<file path="src/alarm_event_pkg.sv">
// constants and carrier types for the alarm event register
package alarm_event_pkg;

  localparam int NUM_EVENTS = 14;

  // event bit codes, bit index equals code
  localparam logic [3:0] EV_CPU_TEMP = 4'h0;
  localparam logic [3:0] EV_HIGH_FLOW = 4'h1;
  localparam logic [3:0] EV_LOW_FLOW = 4'h2;
  localparam logic [3:0] EV_IN_RANGE = 4'h3;
  localparam logic [3:0] EV_TOT1_LIMIT = 4'h4;
  localparam logic [3:0] EV_TOT2_LIMIT = 4'h5;
  localparam logic [3:0] EV_PULSE_OVF = 4'h6;
  localparam logic [3:0] EV_RATE_LIMIT = 4'h7;
  localparam logic [3:0] EV_SUPPLY = 4'h8;
  localparam logic [3:0] EV_SERIAL_ERR = 4'h9;
  localparam logic [3:0] EV_MEMORY_ERR = 4'hA;
  localparam logic [3:0] EV_POWER_ON = 4'hB;
  localparam logic [3:0] EV_PASSWORD = 4'hC;
  localparam logic [3:0] EV_FATAL = 4'hD;
  localparam logic [3:0] EV_LAST = EV_FATAL;

  // reset values and the zero power-up delay setting
  localparam logic [13:0] STATUS_RST = 14'h0000;
  localparam logic [13:0] LATCH_MASK_RST = 14'h0001;
  localparam logic [13:0] ENABLE_MASK_RST = 14'h0001;
  localparam logic [11:0] DELAY_NONE = 12'h000;

  // display holds this many event lines at once
  localparam logic [3:0] VISIBLE_LINES = 4'h7;

  typedef enum logic [1:0] {
    MENU_STATUS,
    MENU_LATCH,
    MENU_ENABLE,
    MENU_RESET
  } menu_t;

  typedef enum logic [2:0] {
    CMD_NONE,
    CMD_READ_STATUS,
    CMD_READ_LATCH,
    CMD_READ_ENABLE,
    CMD_WRITE_LATCH,
    CMD_WRITE_ENABLE,
    CMD_CLEAR,
    CMD_READ_COUNT
  } ser_cmd_t;

  typedef enum logic {
    NVM_SEL_LATCH,
    NVM_SEL_ENABLE
  } nvm_sel_t;

  typedef struct packed {
    logic up;
    logic down;
    logic right;
    logic accept;
    logic yes;
  } keys_t;

  typedef struct packed {
    logic valid;
    ser_cmd_t cmd;
    logic [13:0] data;
  } ser_req_t;

  typedef struct packed {
    logic valid;
    logic [13:0] data;
  } ser_rsp_t;

  typedef struct packed {
    logic valid;
    nvm_sel_t sel;
    logic [13:0] data;
  } nvm_wr_t;

  typedef struct packed {
    logic valid;
    logic [13:0] latch;
    logic [13:0] enable;
  } nvm_load_t;

  typedef struct packed {
    logic [3:0] count;
    logic [3:0] top;
    logic [3:0] cursor;
    logic [13:0] edit;
    logic confirm;
  } disp_t;

  function automatic logic [3:0] count_ones(input logic [13:0] v);
    logic [3:0] n;
    n = 4'h0;
    for (int i = 0; i < NUM_EVENTS; i++) begin
      n = n + {3'h0, v[i]};
    end
    return n;
  endfunction : count_ones

  function automatic logic [3:0] scroll_max(input logic [3:0] n);
    return (n > VISIBLE_LINES) ? n - VISIBLE_LINES : 4'h0;
  endfunction : scroll_max

endpackage : alarm_event_pkg

</file>
<file path="src/alarm_event_register.sv">
// alarm event register: masks, keypad editing, serial access, display
`timescale 1ns/1ps
module alarm_event_register
  import alarm_event_pkg::*;
(
  // clock and reset
  input wire logic REF_CLK,
  input wire logic RST,
  // event conditions, bit index is the event code
  input wire logic [13:0] EVENT_IN,
  // power-up delay setting in seconds
  input wire logic [11:0] POWER_UP_DELAY,
  // operator keypad and current menu screen
  input wire alarm_event_pkg::menu_t MENU,
  input wire alarm_event_pkg::keys_t KEYS,
  // stored masks returned from nonvolatile memory
  input wire alarm_event_pkg::nvm_load_t NVM_LOAD,
  // serial command port
  input wire alarm_event_pkg::ser_req_t SER_REQ,
  // status and answers
  output logic [13:0] EVENT_STATUS,
  output alarm_event_pkg::ser_rsp_t SER_RSP,
  output alarm_event_pkg::nvm_wr_t NVM_WR,
  output alarm_event_pkg::disp_t DISP
);

  import alarm_event_pkg::*;

  typedef struct packed {
    logic [13:0] latch_mask;
    logic [13:0] enable_mask;
    logic [13:0] edit_buf;
    logic [3:0] cursor;
    menu_t menu_prev;
    logic [3:0] top;
    logic [3:0] count;
    logic clr_pend;
    logic confirm;
    logic pon;
    logic loaded;
    nvm_wr_t nvm;
    ser_rsp_t rsp;
  } top_state_t;

  localparam top_state_t ST_RST = '{
    latch_mask: LATCH_MASK_RST,
    enable_mask: ENABLE_MASK_RST,
    edit_buf: LATCH_MASK_RST,
    cursor: 4'h0,
    menu_prev: MENU_STATUS,
    top: 4'h0,
    count: 4'h0,
    clr_pend: 1'b0,
    confirm: 1'b0,
    pon: 1'b1,
    loaded: 1'b0,
    nvm: '{valid: 1'b0, sel: NVM_SEL_LATCH, data: 14'h0000},
    rsp: '{valid: 1'b0, data: 14'h0000}
  };

  top_state_t st_q;
  top_state_t st_d;

  logic [13:0] cond_w;
  logic [13:0] status_w;
  logic clear_w;
  logic key_clear_w;
  logic ser_clear_w;
  logic ser_write_w;
  logic same_menu_w;
  logic [3:0] max_top_w;

  // power-on is generated here, so the outside line for that code is ignored
  always_comb begin
    cond_w = EVENT_IN;
    cond_w[EV_POWER_ON] = st_q.pon && (POWER_UP_DELAY != DELAY_NONE);
  end

  assign key_clear_w = (MENU == MENU_RESET) && (st_q.menu_prev == MENU_RESET) && KEYS.yes;
  assign ser_clear_w = SER_REQ.valid && (SER_REQ.cmd == CMD_CLEAR);
  assign clear_w = key_clear_w || ser_clear_w;
  assign ser_write_w = SER_REQ.valid
    && ((SER_REQ.cmd == CMD_WRITE_LATCH) || (SER_REQ.cmd == CMD_WRITE_ENABLE));
  assign same_menu_w = (MENU == st_q.menu_prev);
  assign max_top_w = scroll_max(st_q.count);

  event_status_reg u_status (
    .clk(REF_CLK),
    .rst(RST),
    .cond(cond_w),
    .enable(st_q.enable_mask),
    .latch(st_q.latch_mask),
    .clear(clear_w),
    .status(status_w)
  );

  always_comb begin
    st_d = st_q;
    // power-on stands until the stored masks have been in force for one cycle;
    // a one-cycle pulse would always meet the reset-default enable mask and be lost.
    // limitation: with no stored-mask load the power-on condition stays present
    st_d.pon = st_q.pon && !st_q.loaded;
    st_d.menu_prev = MENU;
    st_d.clr_pend = clear_w;
    // confirmation follows the cycle in which status reads empty
    st_d.confirm = st_q.clr_pend;
    st_d.count = count_ones(status_w);
    st_d.nvm.valid = 1'b0;
    st_d.rsp.valid = 1'b0;

    // stored masks arrive after power-up and replace the factory defaults
    if (NVM_LOAD.valid) begin
      st_d.latch_mask = NVM_LOAD.latch;
      st_d.enable_mask = NVM_LOAD.enable;
      st_d.loaded = 1'b1;
    end

    if (!same_menu_w) begin
      // entering a screen starts a fresh edit copy and an unscrolled list
      st_d.cursor = 4'h0;
      st_d.top = 4'h0;
      st_d.edit_buf = (MENU == MENU_LATCH) ? st_q.latch_mask : st_q.enable_mask;
    end else begin
      unique case (MENU)
        MENU_STATUS: begin
          // the list can shrink under the operator, so pull the top back first
          if (st_q.top > max_top_w) begin
            st_d.top = max_top_w;
          end else if (KEYS.down && (st_q.top < max_top_w)) begin
            st_d.top = st_q.top + 4'h1;
          end else if (KEYS.up && (st_q.top != 4'h0)) begin
            st_d.top = st_q.top - 4'h1;
          end
        end
        MENU_LATCH, MENU_ENABLE: begin
          if (KEYS.accept) begin
            st_d.nvm.valid = 1'b1;
            st_d.nvm.data = st_q.edit_buf;
            if (MENU == MENU_LATCH) begin
              st_d.latch_mask = st_q.edit_buf;
              st_d.nvm.sel = NVM_SEL_LATCH;
            end else begin
              st_d.enable_mask = st_q.edit_buf;
              st_d.nvm.sel = NVM_SEL_ENABLE;
            end
          end else if (KEYS.right) begin
            st_d.edit_buf[st_q.cursor] = ~st_q.edit_buf[st_q.cursor];
          end else if (KEYS.up && (st_q.cursor != 4'h0)) begin
            st_d.cursor = st_q.cursor - 4'h1;
          end else if (KEYS.down && (st_q.cursor < EV_LAST)) begin
            st_d.cursor = st_q.cursor + 4'h1;
          end
        end
        MENU_RESET: begin
          st_d.top = 4'h0;
        end
      endcase
    end

    // serial writes come last so they win over a keypad accept in the same cycle
    if (SER_REQ.valid) begin
      st_d.rsp.valid = 1'b1;
      st_d.rsp.data = 14'h0000;
      unique case (SER_REQ.cmd)
        CMD_READ_STATUS: begin
          st_d.rsp.data = status_w;
        end
        CMD_READ_LATCH: begin
          st_d.rsp.data = st_q.latch_mask;
        end
        CMD_READ_ENABLE: begin
          st_d.rsp.data = st_q.enable_mask;
        end
        CMD_READ_COUNT: begin
          st_d.rsp.data = {10'h000, count_ones(status_w)};
        end
        CMD_WRITE_LATCH: begin
          st_d.latch_mask = SER_REQ.data;
          st_d.nvm.valid = 1'b1;
          st_d.nvm.sel = NVM_SEL_LATCH;
          st_d.nvm.data = SER_REQ.data;
        end
        CMD_WRITE_ENABLE: begin
          st_d.enable_mask = SER_REQ.data;
          st_d.nvm.valid = 1'b1;
          st_d.nvm.sel = NVM_SEL_ENABLE;
          st_d.nvm.data = SER_REQ.data;
        end
        CMD_CLEAR, CMD_NONE: begin
          st_d.rsp.data = 14'h0000;
        end
      endcase
    end
  end

  always_ff @(posedge REF_CLK) begin
    if (RST) begin
      st_q <= ST_RST;
    end else begin
      st_q <= st_d;
    end
  end

  assign EVENT_STATUS = status_w;
  assign SER_RSP = st_q.rsp;
  assign NVM_WR = st_q.nvm;
  assign DISP = '{
    count: st_q.count,
    top: st_q.top,
    cursor: st_q.cursor,
    edit: st_q.edit_buf,
    confirm: st_q.confirm
  };
endmodule : alarm_event_register

</file>
<file path="src/event_status_reg.sv">
// volatile event status bits with latch and enable masking
`timescale 1ns/1ps
module event_status_reg
  import alarm_event_pkg::*;
(
  // clock and reset
  input wire logic clk,
  input wire logic rst,
  // event conditions and masks
  input wire logic [13:0] cond,
  input wire logic [13:0] enable,
  input wire logic [13:0] latch,
  input wire logic clear,
  // reported status
  output logic [13:0] status
);

  typedef struct packed {
    logic [13:0] status;
  } status_state_t;

  status_state_t st_q;
  status_state_t st_d;

  always_comb begin
    st_d = st_q;
    // latched bits hold, live bits follow enabled conditions
    st_d.status = (st_q.status & latch) | (cond & enable);
    // clear wins over a same-cycle set
    if (clear) begin
      st_d.status = STATUS_RST;
    end
  end

  always_ff @(posedge clk) begin
    if (rst) begin
      st_q.status <= STATUS_RST;
    end else begin
      st_q <= st_d;
    end
  end

  assign status = st_q.status;
endmodule : event_status_reg
</file>
<file path="config.mk">
export PLATFORM = sky130hd
export DESIGN_NAME = alarm_event_register
export DESIGN_NICKNAME = d
export VERILOG_FILES = /design/src/alarm_event_pkg.sv /design/src/alarm_event_register.sv /design/src/event_status_reg.sv
export SDC_FILE = /design/constraint.sdc
export NUM_CORES = 1
export LEC_CHECK = 0
export BUFFER_PORTS_ARGS = -buffer_cell sky130_fd_sc_hd__buf_2
export CAP_MARGIN = 5
export CORE_MARGIN = 5
export CORE_UTILIZATION = 46
export CTS_BUF_LIST = sky130_fd_sc_hd__clkbuf_8
export DETAILED_ROUTE_END_ITERATION = 7
export PLACE_DENSITY_LB_ADDON = 0.15
export SLEW_MARGIN = 20
export SYNTH_ARGS = -nofsm -noshare
export SYNTH_HDL_FRONTEND = slang
export SYNTH_SLANG_ARGS = --single-unit
export TNS_END_PERCENT = 20
</file>
<file path="constraint.sdc">
create_clock -name REF_CLK -period 3.3 [get_ports REF_CLK]
set_input_delay 0.165 -clock REF_CLK [delete_from_list [all_inputs] [get_ports REF_CLK]]
set_output_delay 0.165 -clock REF_CLK [all_outputs]
set_load 0.1 [all_outputs]
</file>
# Yosys cells after proc, flatten, opt, wreduce, memory -nomap -nowiden
# Index checks and enable logic that the tools add are counted.
# op_classes
n_addsub	18
order_cmp	6
n_eq_ne	16
mux	33
n_bitwise	7
reduce_logical	24
# op_table
op	count
$mux W28	4
$mux W14	6
$pmux W14 S4	1
$mux W16	3
$mux W46	1
$add A4 B1 Y4	10
$mux W18	2
$pmux W16 S2	1
$mux W31	1
$and A14 B14 Y14	2
$mux W4	7
$bwmux W14	1
$or A14 B14 Y14	1
$eq A3 B3 Y1 const B	4
$reduce_bool A12 Y1	1
$logic_and A1 B1 Y1	10
$add A4 B1 Y4 const B	2
$pmux W4 S2	1
$reduce_bool A4 Y1	2
$sub A4 B1 Y4 const B	2
$eq A2 B2 Y1 const B	3
$eq A3 B2 Y1 const B	2
$reduce_or A2 Y1	3
$lt A4 B5 Y1 const B	1
other kinds (26)	33
# word_totals
register_bits	105
in_bits	82
out_inout_bits	72
word_cells	121

# Longest topological paths before layout
# depth
ltp_word	15
ltp_mapped	13
ltp_nobuf	13

# Modules after synthesis
# A second synthesis with hierarchy kept.
# unflattened
hier_cells	753
area_unflattened_um2	6472.5
# by_module_without_submodules
module	instances	cells_per_inst	area_each_um2	seq_area_each_um2
alarm_event_register	1	708	6000.8	1821.7
event_status_reg	1	45	471.7	280.3

# Least setup slack after synthesis
# No wires, ideal clock.
# synth_path
path_kind	register -> register
startpoint	register u_status.status[0] (netlist name)
endpoint	register st_q (netlist bit SER_RSP[2])
setup_ns	0.071
arrival_ns	4.294
t_required_ns	3.229
setup_slack_ns	-1.064
stages_incl_launch_ff	14
path_buffers	0
synth_period_minus_slack_ns	4.364
path_cell_list	dfxtp_1 -> inv_1 -> fa_1 -> fa_1 -> fa_1 -> fa_1 -> inv_1 -> ha_1 -> fa_1 -> xor2_1 -> nand3_1 -> a21boi_0 -> o21ai_0 -> a21oi_1
# synth_via
elab_chain_cells	14
# synth_lines
element	line	source
$add A1 B1 Y2	alarm_event_pkg.sv:98	n = n + {3'h0, v[i]};
$add A2 B1 Y3	alarm_event_pkg.sv:98	
$add A3 B1 Y4	alarm_event_pkg.sv:98	
$add A4 B1 Y4 (10 in a row)	alarm_event_pkg.sv:98	
$pmux W14 S4	alarm_event_register.sv:164	unique case (SER_REQ.cmd)
end signal, assigned	alarm_event_register.sv:200	st_q <= st_d;
end, declared	alarm_event_register.sv:61	top_state_t st_q;
# No other way between the ends.
# A chain may end at the register's enable or synchronous reset.

# Final worst setup path
# layout_path
startpoint	register u_status.status[5] (netlist name)
endpoint	register st_q (netlist bit SER_RSP[2])
# layout_via
elab_chain_cells	10
# layout_lines
element	line
$add A4 B1 Y4 (9 in a row)	alarm_event_pkg.sv:98
$pmux W14 S4	alarm_event_register.sv:164
# No other way between the ends.

==> flow_metrics.env <==
export IMPL_grt_usage=0.243
export IMPL_worstPathRequired_ns=3.63
export IMPL_cts_buffer_depth=2
export IMPL_remaining_drc_errors=0
export IMPL_endpoint_kind="register"
export IMPL_die_w_um=130
export IMPL_r2r_end="SER_RSP[2]"
export IMPL_register_area_um2=2130
export IMPL_synthArstFlopShare=0
export IMPL_period_needed_ns=3.65
export IMPL_ir_drop_mv=0.243
export IMPL_yosys_warnings=0
export IMPL_worst_path_buf_inv=2
export IMPL_status="complete, but fails checks"
export IMPL_first_iter_violations=505
export IMPL_io_pins=154
export IMPL_setup_tns_ns=-0.933
export IMPL_worst_pin_slew_ns=0.946
export IMPL_worst_path_max_fanout=2
export IMPL_die_area_um2=16800
export IMPL_post_synth_num_cell_types=59
export IMPL_violations="negative setup slack"
export IMPL_pwr_share_seq=0.439
export IMPL_clk_pin_slew_worst_paths_ns=0.11
export IMPL_slew_headroom=0.369
export IMPL_synth_top_area_cell="dfxtp_1"
export IMPL_critical_path_class="register to register"
export IMPL_crit_chain="fa_1 -> inv_2 -> fa_1 -> fa_1 -> fa_1 -> inv_2 -> ha_4 -> fa_2 -> xor2_2 -> nand3_1 -> a21boi_1 -> o21ai_1 -> a21oi_1"
export IMPL_skew_ns=0.0157
export IMPL_p_int_uw=2010
export IMPL_p_sw_frac=0.392
export IMPL_die_y_um=130
export IMPL_diodes=0
export IMPL_hold_start="EVENT_IN[10]"
export IMPL_critPathCapture="SER_RSP[2]"
export IMPL_reg2regPathDepth=13
export IMPL_setup_viol=5
export IMPL_synth_edff_count=0
export IMPL_dr_pass1_iters=5
export IMPL_fmax_mhz=274
export IMPL_n_fill_cell=1369
export IMPL_worst_hold_path_type="primary input to register"
export IMPL_synth_area_leaders="dfxtp_1 32%, mux2i_1 9.0%, buf_4 6.8%, nor2_1 4.5%, a21oi_1 4.2%"
export IMPL_synth_main_ff_cell="dfxtp_1"
export IMPL_ys_seq_area_frac=0.320
export IMPL_rrSetupSlack_ns=-0.35
export IMPL_p_leak_uw=0.00337
export IMPL_syn_avg_cell_area_um2=8.58
export IMPL_via_per_inst=5.88
export IMPL_power_share_clock=0.260
export IMPL_hold_viol_final=0
export IMPL_htreeDepth=3
export IMPL_cp_num_cells=13
export IMPL_syn_inst=767
export IMPL_cellPowerDensity_nw_per_um2=449
export IMPL_clk_latency_ns=0.40
export IMPL_r2r_start="u_status.status[5]"
export IMPL_synthToLayoutAreaGrowth_pct=11.9
export IMPL_synth_top_area_share=0.320
export IMPL_start_util=0.472
export IMPL_wl_per_cell_um=19.8
export IMPL_maxCapViolations=0
export IMPL_switchingPower_uw=1290
export IMPL_core_um2=13900
export IMPL_synth_most_common_cell="dfxtp_1"
export IMPL_hpwl_um=15300
export IMPL_layout_nets=954
export IMPL_cp_common_cell="fa_1"
export IMPL_cts_sinks=105
export IMPL_startpoint="u_status.status[5]"
export IMPL_critPathMaxStageDelay_ns=0.54
export IMPL_fin_crit_sh=1.10
export IMPL_multi_input_area_um2=3740
export IMPL_postCtsSetupRepairBufs=0
export IMPL_whs_ns=0.0109
export IMPL_rsz0062_at_grt="true"
export IMPL_detailroute_via_count=6063
export IMPL_drive_gt1_frac=0.268
export IMPL_antenna_found_initial=0
export IMPL_grt_pass1_wl_um=32100
export IMPL_arrival_ns=3.97
export IMPL_ant_nets=0
export IMPL_grt_max_degree=52
export IMPL_place_congestion=0.904
export IMPL_placementRows=43
export IMPL_cts_buffers=9
export IMPL_start_kind="register"
export IMPL_maxSlewViolCount=0
export IMPL_synthesis_area_um2=6580
export IMPL_cp_slowest_cell="fa_1"
export IMPL_synth_common_cells="105 x dfxtp_1, 79 x nor2_1, 63 x nand2_1, 60 x buf_4, 59 x mux2i_1"
export IMPL_io_buffers=152
export IMPL_grt_pass1_vias=5972
export IMPL_fin_ws_ns=-0.346
export IMPL_gr_total_overflow=0
export IMPL_p_comb_frac=0.301
export IMPL_syn_num_nets=875
export IMPL_critPathTopFamily="adder cells"
export IMPL_cts_tree="yes"
export IMPL_ys_seq_elements=105
export IMPL_wirelength_um=20400
export IMPL_root_buffer="clkbuf_8"
[layout by cell type, fill, tap and decap left out, types with 20 or more instances in the layout]
master | netlist | layout
buf_2 | 8 | 152
dfxtp_1 | 105 | 95
nor2_1 | 79 | 79
nand2_1 | 63 | 63
mux2i_1 | 59 | 59
a21oi_1 | 55 | 54
a22oi_1 | 36 | 36
inv_1 | 29 | 25
nor2b_1 | 23 | 23
o211ai_1 | 20 | 20
[flip-flops by register name (all words and copies together) (netlist names)]
name and count:
st_d 1, DISP 27, u_status.status 14, st_q 32, SER_RSP 15, NVM_WR 16
[power by group through the flow]
stage | sequential [uW] | clock [uW] | combinational (uW)
after CTS | 1450 | 874 | 991
after global placement | 1470 | 0 | 960
after global routing | 1460 | 931 | 1060
final | 1450 | 860 | 993
after floorplan | 1480 | 0 | 773
after detailed placement | 1480 | 0 | 975
[how the worst min path moves through the flow]
stage                                endpoint  slack (ns)  cells past startpoint
after floorplan                      st_q[77]        0.29                      2
after global placement     u_status.status[6]        0.41                      3
after detailed placement   u_status.status[8]        0.41                      3
after CTS                 u_status.status[12]      0.0008                      3
after global routing       u_status.status[7]       0.009                      3
final                     u_status.status[10]        0.01                      3
[cells by family after synthesis]
kind of cell               Yosys count  share of synthesized area
DFF                                105                      0.320
AOI/OAI and AO/OA                  187                      0.202
adders and majority gates           26                     0.0620
muxes                               76                      0.126
buffers and inverters              137                      0.115
and+or+nand+nor                    226                      0.163
xor gates and xnor gates            10                     0.0133
[layout make-up]
class	count	area share
timing repair buffer	175	0.128
multi-input combinational	525	0.509
tap	180	0.0306
sequential	105	0.289
clock buffer	9	0.0168
clock inverter	7	0.0105
inverter	30	0.0153
[routing by layer]
layer | track usage | part of all wire
met5 | 0 | 0
met3 | 0.0408 | 0.062
met4 | 0.0917 | 0.026
met2 | 0.392 | 0.47
met1 | 0.327 | 0.45
[worst min-delay path: cells and delay by family]
family / cells / cell delay [ns]
AND/OR/NAND/NOR: 1 / 0.07
AO/OA/AOI/OAI: 1 / 0.06
buffers and inverters: 1 / 0.08
[what timing repair did]
action | CTS | global route
setup endpoints to repair | 7 | 7
pin swaps | 6 | 3
hold buffers | 4 | 0
hold endpoints to repair | 4 | 0
gates resized for setup | 4 | 2
[stage by stage]
stage	std cells	util	instance area [um2]	power [uW]	setup WS, ns
after global placement	1011	0.509	7090	2430	-0.348
final	1031	0.528	7360	3300	-0.346
after CTS	1031	0.527	7350	3310	-0.396
after floorplan	767	-	6610	2260	-0.427
after global routing	1031	0.528	7360	3450	-0.523
after detailed placement	1011	0.509	7090	2450	-0.398
No activity file was read; power rests on OpenSTA's default activity.
